==> src/rtl/rbs_defines.svh <==
`ifndef RBS_DEFINES_SVH
`define RBS_DEFINES_SVH

// opcode values and compare masks (10-bit instruction word)
`define RBS_OP_RET_IRQ 10'h046
`define RBS_OP_RTS 10'h045
`define RBS_OP_BANK_SET 10'h041
`define RBS_OP_BIT_SET 10'h05C
`define RBS_MASK_BIT_SET 10'h3FC
`define RBS_OP_TBL_REF 10'h080
`define RBS_MASK_TBL_REF 10'h3C0
// field positions
`define RBS_BIT_J_LSB 0
`define RBS_TBL_P_LSB 0
`define RBS_PAGE_BIT_SIX 6
`define RBS_PAGE_BIT_FIVE 5
// cycle counts
`define RBS_RTS_CYCLES 2
`define RBS_RET_IRQ_CYCLES 1
// reset values and interrupt vector
`define RBS_PC_RST 14'h0000
`define RBS_IRQ_VEC 14'h0100
`define RBS_CTX_RST 16'h0000

`endif

==> src/rtl/rbs_pkg.sv <==
package rbs_pkg;

   // context saved on interrupt entry and restored on return
   typedef struct packed {
      logic [3:0] reg_b;
      logic       nop_mode;
      logic       carry_flag;
      logic [1:0] ptr_z;
      logic [3:0] ptr_x;
      logic [3:0] ptr_y;
   } rbs_ctx_t;

   typedef enum logic [0:0] {
      RBS_RUN,
      RBS_RTS2
   } rbs_state_t;

endpackage

==> src/rtl/rbs_decoder.sv <==
`timescale 1ns/1ns
// Functional notes
// - return_from_interrupt_op pops pc from return_stack, one word one cycle
// - interrupt return restores pointer, carry, skip, nop mode, register B
// - return with skip: two cycles, pop pc, then skip next instruction
// - memory_bit_set_op sets bit j of nibble at data_pointer, one cycle
// - after bank flag set, table_reference_op forces page_bit_six high
// - smaller-rom member with bank flag reaches only pages 64 through 95
`include "rbs_defines.svh"

module rbs_decoder
   import rbs_pkg::*;
#(
   parameter int PC_W = 14,
   parameter int STACK_DEPTH = 8,
   parameter int SP_W = 3,
   parameter bit SMALL_ROM = 1'b0
) (
   input wire logic core_clk,
   input wire logic rst,
   input wire logic instr_valid,
   input wire logic [9:0] instr_word,
   input wire logic irq_take,
   input wire logic call_take,
   input wire logic [PC_W-1:0] call_target,
   input wire logic ctx_wr,
   input wire rbs_ctx_t ctx_wdata,
   output logic [PC_W-1:0] pc_o,
   output logic [SP_W-1:0] stack_index_o,
   output rbs_ctx_t ctx_o,
   output logic skip_o,
   output logic busy_o,
   output logic bank_o,
   output logic tbl_req_o,
   output logic [6:0] tbl_page_o,
   output logic [3:0] mem_nibble_o
);

   localparam int MEM_AW = 10;

   logic [PC_W-1:0] pc_q;
   logic [SP_W-1:0] stack_index_q;
   logic [PC_W-1:0] return_stack [STACK_DEPTH];
   logic [3:0] mem [2**MEM_AW];
   rbs_ctx_t ctx_q;
   rbs_ctx_t saved_ctx_q;
   logic saved_skip_q;
   logic skip_q;
   logic bank_q;
   logic tbl_req_q;
   logic [6:0] tbl_page_q;
   logic [3:0] mem_nibble_q;
   rbs_state_t state_q;

   ///////////////////////////////////////////////////////////////////////////
   // decode

   wire run = (state_q == RBS_RUN);
   wire take_irq = run && irq_take;
   wire take_call = run && !irq_take && call_take;
   wire issue = run && !irq_take && !call_take && instr_valid;
   wire squash = issue && skip_q;
   wire exec = issue && !skip_q;
   wire is_ret_irq = exec && (instr_word == `RBS_OP_RET_IRQ);
   wire is_rts = exec && (instr_word == `RBS_OP_RTS);
   wire is_bank_set = exec && (instr_word == `RBS_OP_BANK_SET);
   wire is_bit_set = exec
      && ((instr_word & `RBS_MASK_BIT_SET) == `RBS_OP_BIT_SET);
   wire is_tbl_ref = exec
      && ((instr_word & `RBS_MASK_TBL_REF) == `RBS_OP_TBL_REF);
   wire [1:0] bit_j = instr_word[`RBS_BIT_J_LSB +: 2];
   wire [5:0] page_p = instr_word[`RBS_TBL_P_LSB +: 6];
   wire [MEM_AW-1:0] ptr_addr = {ctx_q.ptr_z, ctx_q.ptr_x, ctx_q.ptr_y};
   wire [3:0] bit_mask = 4'h1 << bit_j;
   wire [PC_W-1:0] top_entry = return_stack[stack_index_q];
   wire [SP_W-1:0] idx_push = stack_index_q + 1'b1;
   wire [SP_W-1:0] idx_pop = stack_index_q - 1'b1;
   wire [PC_W-1:0] pc_inc = pc_q + 1'b1;
   // bank flag reaches the upper page range; small rom keeps bit five low while the bank flag is set
   wire bit_five = (bank_q && SMALL_ROM) ? 1'b0 : page_p[5];
   wire [6:0] page_sel = {bank_q, bit_five, page_p[4:0]};

   ///////////////////////////////////////////////////////////////////////////
   // sequencer

   always_ff @(posedge core_clk or posedge rst) begin
      if (rst) begin
         pc_q <= `RBS_PC_RST;
         stack_index_q <= '1;
         state_q <= RBS_RUN;
         skip_q <= 1'b0;
      end else begin
         if (take_irq) begin
            stack_index_q <= idx_push;
            pc_q <= `RBS_IRQ_VEC;
            skip_q <= 1'b0;
         end else if (take_call) begin
            stack_index_q <= idx_push;
            pc_q <= call_target;
         end else if (is_ret_irq) begin
            pc_q <= top_entry;
            stack_index_q <= idx_pop;
            skip_q <= saved_skip_q;
         end else if (is_rts) begin
            pc_q <= top_entry;
            stack_index_q <= idx_pop;
            state_q <= RBS_RTS2;
         end else if (state_q == RBS_RTS2) begin
            state_q <= RBS_RUN;
            skip_q <= 1'b1;
         end else if (squash) begin
            pc_q <= pc_inc;
            skip_q <= 1'b0;
         end else if (exec) begin
            pc_q <= pc_inc;
         end
      end
   end

   // stack and memory arrays carry no reset
   always_ff @(posedge core_clk) begin
      if (take_irq) begin
         return_stack[idx_push] <= pc_q;
      end
      if (take_call) begin
         return_stack[idx_push] <= pc_inc;
      end
      if (is_bit_set) begin
         mem[ptr_addr] <= mem[ptr_addr] | bit_mask;
      end
   end

   ///////////////////////////////////////////////////////////////////////////
   // context, bank flag, table reference

   always_ff @(posedge core_clk or posedge rst) begin
      if (rst) begin
         ctx_q <= `RBS_CTX_RST;
         saved_ctx_q <= `RBS_CTX_RST;
         saved_skip_q <= 1'b0;
         bank_q <= 1'b0;
         tbl_req_q <= 1'b0;
         tbl_page_q <= '0;
         mem_nibble_q <= '0;
      end else begin
         tbl_req_q <= is_tbl_ref;
         mem_nibble_q <= mem[ptr_addr];
         if (take_irq) begin
            saved_ctx_q <= ctx_q;
            saved_skip_q <= skip_q;
         end
         if (is_ret_irq) begin
            ctx_q <= saved_ctx_q;
         end else if (ctx_wr && !squash) begin
            ctx_q <= ctx_wdata;
         end
         if (is_bank_set) begin
            bank_q <= 1'b1;
         end
         if (is_tbl_ref) begin
            tbl_page_q <= page_sel;
         end
      end
   end

   assign pc_o = pc_q;
   assign stack_index_o = stack_index_q;
   assign ctx_o = ctx_q;
   assign skip_o = skip_q;
   assign busy_o = (state_q == RBS_RTS2);
   assign bank_o = bank_q;
   assign tbl_req_o = tbl_req_q;
   assign tbl_page_o = tbl_page_q;
   assign mem_nibble_o = mem_nibble_q;
endmodule

==> config.mk <==
export PLATFORM = sky130hd
export DESIGN_NAME = rbs_decoder
export DESIGN_NICKNAME = d
export VERILOG_FILES = /design/src/rtl/rbs_pkg.sv /design/src/rtl/rbs_decoder.sv
export VERILOG_INCLUDE_DIRS = /design/src /design/src/rtl
export SDC_FILE = /design/constraint.sdc
export NUM_CORES = 2
export LEC_CHECK = 0
export BUFFER_PORTS_ARGS = -buffer_cell sky130_fd_sc_hd__buf_2
export CAP_MARGIN = 25
export CORE_MARGIN = 2
export CORE_UTILIZATION = 48
export CTS_BUF_LIST = sky130_fd_sc_hd__clkbuf_4 sky130_fd_sc_hd__clkbuf_8
export DETAILED_ROUTE_END_ITERATION = 12
export HOLD_SLACK_MARGIN = 0.12
export MAX_ROUTING_LAYER = met4
export PLACE_DENSITY = 0.63
export SETUP_SLACK_MARGIN = 0.5
export SYNTH_ARGS = -nofsm -noshare
export SYNTH_HDL_FRONTEND = slang
export SYNTH_MEMORY_MAX_BITS = 65536
export SYNTH_SLANG_ARGS = --single-unit
==> constraint.sdc <==
create_clock -name core_clk -period 19.5 [get_ports core_clk]
set_input_delay 5.85 -clock core_clk [delete_from_list [all_inputs] [get_ports core_clk]]
set_output_delay 5.85 -clock core_clk [all_outputs]
set_load 0.02 [all_outputs]
# Word level (Yosys, flattened, before mapping)

Memory sizes are Yosys's and may differ from the RTL's.
Index checks and enable logic that the tools add are counted.

Word-level logic and storage cells: 92
Register bits: 65
Memory bits (read-only): 0
Bits in latches: 0
Output and inout port bits: 48
Memories: 2
Bits of input ports: 46
Memory bits (writable): 4208

$lt $le $gt $ge: 0
Bitwise logic cells: 6
Shifts and indexed selects: 1
Div/mod/pow operators: 0
Muxes and demuxes: 27
Eq/ne operators: 8
Reductions and logical operators: 24
$mul: 0
Add/sub/neg operators: 3

Memories:

| name         | depth | width | rd ports | clocked after Yosys merged registers in | write ports | line              | RTL |
|---|---|---|---|---|---|---|---|
| mem          | 1024  | 4     | 1        | 0                                       | 1           | rbs_decoder.sv:44 | `logic [3:0] mem [2**MEM_AW];` |
| return_stack | 8     | 14    | 1        | 0                                       | 1           | rbs_decoder.sv:43 | `logic [PC_W-1:0] return_stack [STACK_DEPTH];` |

Operators with widths:

| operator                                                            | number |
|---|---|
| 14-bit 2-to-1 mux                                                   | 8 |
| 16-bit 2-to-1 mux                                                   | 2 |
| 10-bit by 7-bit == test with 1-bit output (second input constant)   | 3 |
| 14-bit by 1-bit adder with 14-bit output (second input constant)    | 1 |
| 1-bit logical AND                                                   | 13 |
| 1-bit 2-to-1 mux                                                    | 13 |
| 3-bit 2-to-1 mux                                                    | 4 |
| 8-bit by 5-bit == test with 1-bit output (second input constant)    | 1 |
| 4-bit nonzero test                                                  | 2 |
| 3-bit AND reduction                                                 | 2 |
| 6-bit nonzero test                                                  | 1 |
| 5-bit by 1-bit != test with 1-bit output (second input constant)    | 1 |
| 4-bit by 2-bit == test with 1-bit output (second input constant)    | 1 |
| 1-bit zero test                                                     | 4 |
| 1-bit NOT                                                           | 4 |
| 4-bit bitwise OR                                                    | 1 |
| 1-bit by 2-bit left shift with 4-bit output (first input constant)  | 1 |
| 3-bit by 1-bit adder with 3-bit output (second input constant)      | 1 |
| 3-bit != test (second input constant)                               | 1 |
| 3-bit by 1-bit subtractor with 3-bit output (second input constant) | 1 |
| 2-bit != test (second input constant)                               | 1 |
| 2-bit AND reduction                                                 | 1 |
| 2-bit nonzero test                                                  | 1 |
| 1-bit bitwise OR                                                    | 1 |

# Logic depth before layout (Yosys ltp)

Depth after elaboration: 12
Depth in mapped cells: 13
Gate-level depth less buffers: 9

# Least setup slack after synthesis

Ideal clock, no wire load.

Path type: input to register
Start: input instr_word[0]
End: memory mem[0][0] (data pin)
Arrival time: 31782 ps
Path buffers: 0
Cell stages on the path: 1
Setup slack: -17691 ps
Setup time: 5409 ps
Cells stage by stage: o21bai_1

Cells in the longest elaborated chain, start to end: 2

Ends and longest elaborated chain:

| what                                        | line               | RTL |
|---|---|---|
| start: declaration                          | rbs_decoder.sv:22  | `input wire logic [9:0] instr_word,` |
| 1-bit by 2-bit left shift with 4-bit output | rbs_decoder.sv:74  | `wire [3:0] bit_mask = 4'h1 << bit_j;` |
| 4-bit bitwise OR                            | rbs_decoder.sv:129 | `mem[ptr_addr] <= mem[ptr_addr] \| bit_mask;` |
| end: declaration                            | rbs_decoder.sv:44  |  |

No other way between the ends.

# Final worst setup path

Start: register ctx_q (netlist bit ctx_o[1])
End: memory mem[594][3] (data pin)

Cells in the longest elaborated chain, start to end: 2

Ends and longest elaborated chain:

| what                     | line               | RTL |
|---|---|---|
| start: declaration       | rbs_decoder.sv:45  | `rbs_ctx_t ctx_q;` |
| start signal: assignment | rbs_decoder.sv:138 | `` ctx_q <= `RBS_CTX_RST; `` |
| start signal: assignment | rbs_decoder.sv:153 | `ctx_q <= saved_ctx_q;` |
| start signal: assignment | rbs_decoder.sv:155 | `ctx_q <= ctx_wdata;` |
| memory read 1024 x 4 bit | n/a                |  |
| 4-bit bitwise OR         | rbs_decoder.sv:129 |  |

No other way between the ends.

==> parameters.txt <==
Parameter                              Value

Setup path
  Critical-path cell list ... buf_12 > buf_4 > buf_4 > buf_4 > buf_4 > mux2i_1 > o22a_1 > o2111ai_1 > nand3_1 > o31ai_1 > or4_4 > a21o_4 > buf_12 > buf_4 > buf_4
  Depth of the worst register-to-register path ... 15
  Peak fanout along the critical path ... 195
  End of the worst register-to-register path ... mem[594][3]
  Library cell contributing the largest single delay on the critical path ... sky130_fd_sc_hd__dfrtp_4
  Most frequent cell on the critical path ... sky130_fd_sc_hd__buf_4
  Reg2reg setup slack ... 9910 ps
  Worst EP arrival ... 10,450 ps
  Critical path launch point type ... flop
  Delay of the slowest cell on the worst path ... 1000 ps
  Worst flop-to-flop path startpoint ... ctx_o[1]
  Kind of capture point of the worst setup path ... flop
  Critical Setup Path Class ... reg -> reg
  Critical Path RT ... 20,360 ps

Die
  Top Ports ... 94
  Horiz. Die Dim ... 596.0 µm
  DIE AREA ... 355,300 µm²
  Die H ... between 500 and 600 µm
  Initial core utilization ... 0.4819
  Row count ... 217
  Total core area ... about 350,000 µm²

CTS
  Number of buffers inserted for hold repair after clock tree synthesis ... 0
  Resize count post-CTS ... 0
  Clock root buffer master ... sky130_fd_sc_hd__clkbuf_8
  Worst skew pair latency ... between 1000 and 1500 ps
  Number of setup buffers added after CTS ... 0
  Maximum clock path buffer count ... 4
  Number of H-tree branching levels ... 6
  Inserted Clock Buffers ... approximately 670
  Clock transition at the registers of the reported paths ... 60 ps
  Clock tree from TritonCTS ... done
  Clk sinks ... 4,273

Synthesis
  Register area share after synthesis ... 0.7607
  Most frequently used flop master after synthesis ... sky130_fd_sc_hd__edfxtp_1
  Number of enable flip-flop cells after synthesis ... 4,208
  Net count after synthesis ... approximately 10,000
  Number of warnings printed during yosys synthesis ... 0
  Average cell area after synthesis ... 16.78 µm²
  Post-synthesis cell type count ... 57
  Number of synthesized register bits ... 4,273
  Post-Syn Instances ... 10,030
  Cell area after synthesis ... 168,200 µm²
  Proportion of register bits with asynchronous set or reset after synthesis ... 0.01521

Hold path
  Startpoint of the lowest-slack hold path ... saved_ctx_q[11]
  Worst hold stages ... 2
  Worst Hold Path EP ... saved_ctx_q[11]
  Hold WC Path Type ... reg -> reg

Final layout
  Fraction of layout instances using a drive strength above 1 ... 0.1334
  Total of fill cells in the finished design ... 27,540
  Multi-input gate area in the final layout ... 37,420 µm²
  Area added between synthesis and finish ... 11.02%
  Layout Utilization ... 0.5350
  Area occupied by registers ... 128,000 µm²
  Number of nets in the final layout ... 10,370

Global route
  Number of antenna violations at the first check in global routing ... 26
  Global-route wire length before repair ... between 600,000 and 700,000 µm
  Via count of the first global-routing pass ... 93,910
  Global routing usage on met2 ... 0.4071
  Met3 demand-to-capacity share in global routing ... 0.04380
  Overflow left after global routing ... 0
  Met1 demand-to-capacity share in global routing ... 0.3618
  Routing layer with the top usage in global route ... met2
  Maximum number of pins on one net before global-route repair ... 196
  Total GRT Usage ... 0.2640

STA
  Period minus WS final ... 9587 ps
  Clock Skews ... 78.49 ps
  Final-layout worst hold slack ... between 400 and 500 ps
  Final max-slew violation count ... 0
  Post-route fraction of the period consumed by the critical path ... 0.4916
  Worst path setup slack after routing ... approximately 9900 ps
  Final setup violating endpoints ... 0
  Slew of the pin with the lowest slew margin ... 1289 ps
  Maximum clock frequency ... 104.3 MHz
  Relative slew slack ... 0.1409
  Count of endpoints failing hold in the final timing report ... 0
  RSZ-0062 raised after global routing ... no

Status
  Result of the run ... finished clean

Job
  Maximum Capacitance Violations ... 0

Route
  First-iteration detailed-routing DRC count ... 11,710
  Number of nets with antenna violations after detailed routing ... 0
  Ratio of routed vias to standard cells ... between 6 and 7
  Drc violations ... 0
  1st-pass router iterations ... 6
  WL/cell ... roughly 30 µm
  Detailed Route WL ... 464,900 µm
  Vias ... 94,010

Placement
  Gp weighted congestion ... between 0.8 and 0.9
  HPWL after detailed placement ... 269,000 µm
  Worst setup slack before clock tree synthesis ... roughly 9500 ps
  Number of input and output port buffers inserted ... 93

Pwr
  Power per cell area ... about 110 nW/µm²
  Static Leakage ... 61.60 nW
  Max IR drop VDD ... 0.08779 mV
  Final total power ... 20.77 mW
## worst max-delay path, delay by kind of cell (launching register included)
kind | cells | cell delay [ps]
and+or+nand+nor | 2 | 590
AOI/OAI and AO/OA | 4 | 1440
DFF | 1 | 1000
muxes | 1 | 140
buffers and inverters | 8 | 5330
## how the worst max path moves through the flow
stage,end,slack [ps],start
floorplan,mem[0][2],-350,instr_word[0]
global placement,mem[193][1],9540,instr_word[1]
detailed placement,mem[160][1],9460,instr_word[1]
CTS,mem[195][1],9770,ctx_o[1]
global route,mem[997][3],9540,ctx_o[1]
finish,mem[594][3],9910,ctx_o[1]
## area by class of cell
type | count | area share
clock inverter | 316 | 0.01113
timing repair buffer | 325 | 0.01414
tap | 4599 | 0.03081
inverter | 8 | 0.0001608
antenna | 11 | 0.0001474
sequential | 4273 | 0.6852
multi-input combinational | 5043 | 0.2003
clock buffer | 877 | 0.05806
## placed cells by master (no fill, tap or decap), types with 22 or more instances in the layout
master	instances
sky130_fd_sc_hd__mux2i_1	2075
sky130_fd_sc_hd__o2111ai_1	111
sky130_fd_sc_hd__o22ai_1	802
sky130_fd_sc_hd__dfrtp_1	61
sky130_fd_sc_hd__clkbuf_4	196
sky130_fd_sc_hd__o22a_1	94
sky130_fd_sc_hd__nand2_1	127
sky130_fd_sc_hd__buf_4	198
sky130_fd_sc_hd__nor2_1	1148
sky130_fd_sc_hd__nand2_4	28
sky130_fd_sc_hd__clkinv_2	64
sky130_fd_sc_hd__clkbuf_8	682
sky130_fd_sc_hd__o21ai_0	117
sky130_fd_sc_hd__edfxtp_1	4208
sky130_fd_sc_hd__buf_12	23
sky130_fd_sc_hd__buf_2	94
sky130_fd_sc_hd__nand4_1	22
sky130_fd_sc_hd__nor4_1	128
sky130_fd_sc_hd__nand3_1	24
sky130_fd_sc_hd__nor3_1	139
sky130_fd_sc_hd__mux4_2	28
sky130_fd_sc_hd__clkinv_1	183
## metal layers
| layer | up-vias | share of wire |
|---|---|---|
| met5 | - | 0 |
| met4 | 0 | 0.031 |
| met3 | 796 | 0.088 |
| met2 | 4658 | 0.47 |
| met1 | 48430 | 0.41 |
| li1 | 40130 | - |
## flip-flops by register name, summed over array words and instances (netlist names)
signal,flops
bank_o,1
busy_o,1
ctx_o,16
mem,4096
mem_nibble_o,4
pc_o,14
return_stack,112
saved_ctx_q,16
saved_skip_q,1
skip_o,1
stack_index_o,3
tbl_page_o,7
tbl_req_o,1
## where the power goes
part           switching (mW)  leakage (nW)  total (mW)  internal (mW)
Combinational            1.82          16.3        2.36          0.543
Clock                    3.50          6.82        7.36           3.86
Sequential             0.0452          38.5        11.0           11.0
Total                    5.36          61.6        20.8           15.4
## metrics by stage
stage	TNS (ps)	instance area [µm²]	cells
2_1_floorplan	-641640	168300	10030
3_3_place_gp	0	173600	14240
3_5_place_dp	0	173600	14240
4_1_cts	0	186500	15430
5_1_grt	0	186800	15450
6_report	0	186800	15450
## logic make-up after synthesis
family	share of synthesized area
compound gates	0.04745
xor+xnor	0.001562
fa+ha+maj	0.0002231
buf+inv	0.01984
flops	0.7607
mux	0.1273
simple gates	0.04294
## Yosys cell counts (all sizes together) (8+ instances only)
master,instances,area [µm²]
a21oi,20,100.1
inv,8,30.03
nor2,1153,4328
nand2,159,596.8
a31oi,16,100.1
a211oi,18,135.1
mux4,28,630.6
o22ai,802,5017
o21ai,117,585.6
nor4,128,800.8
o31ai,17,127.6
xor2,13,113.9
xnor2,17,148.9
o2111ai,111,972.2
o22a,94,823.3
edfxtp,4208,126400
mux2i,2075,20770
clkbuf,301,1131
nor3,145,735.7
nand4,22,137.6
dfrtp,62,1551
buf,402,2177
nand3,28,140.1
Note: power is estimated with default switching activity, not from simulation.
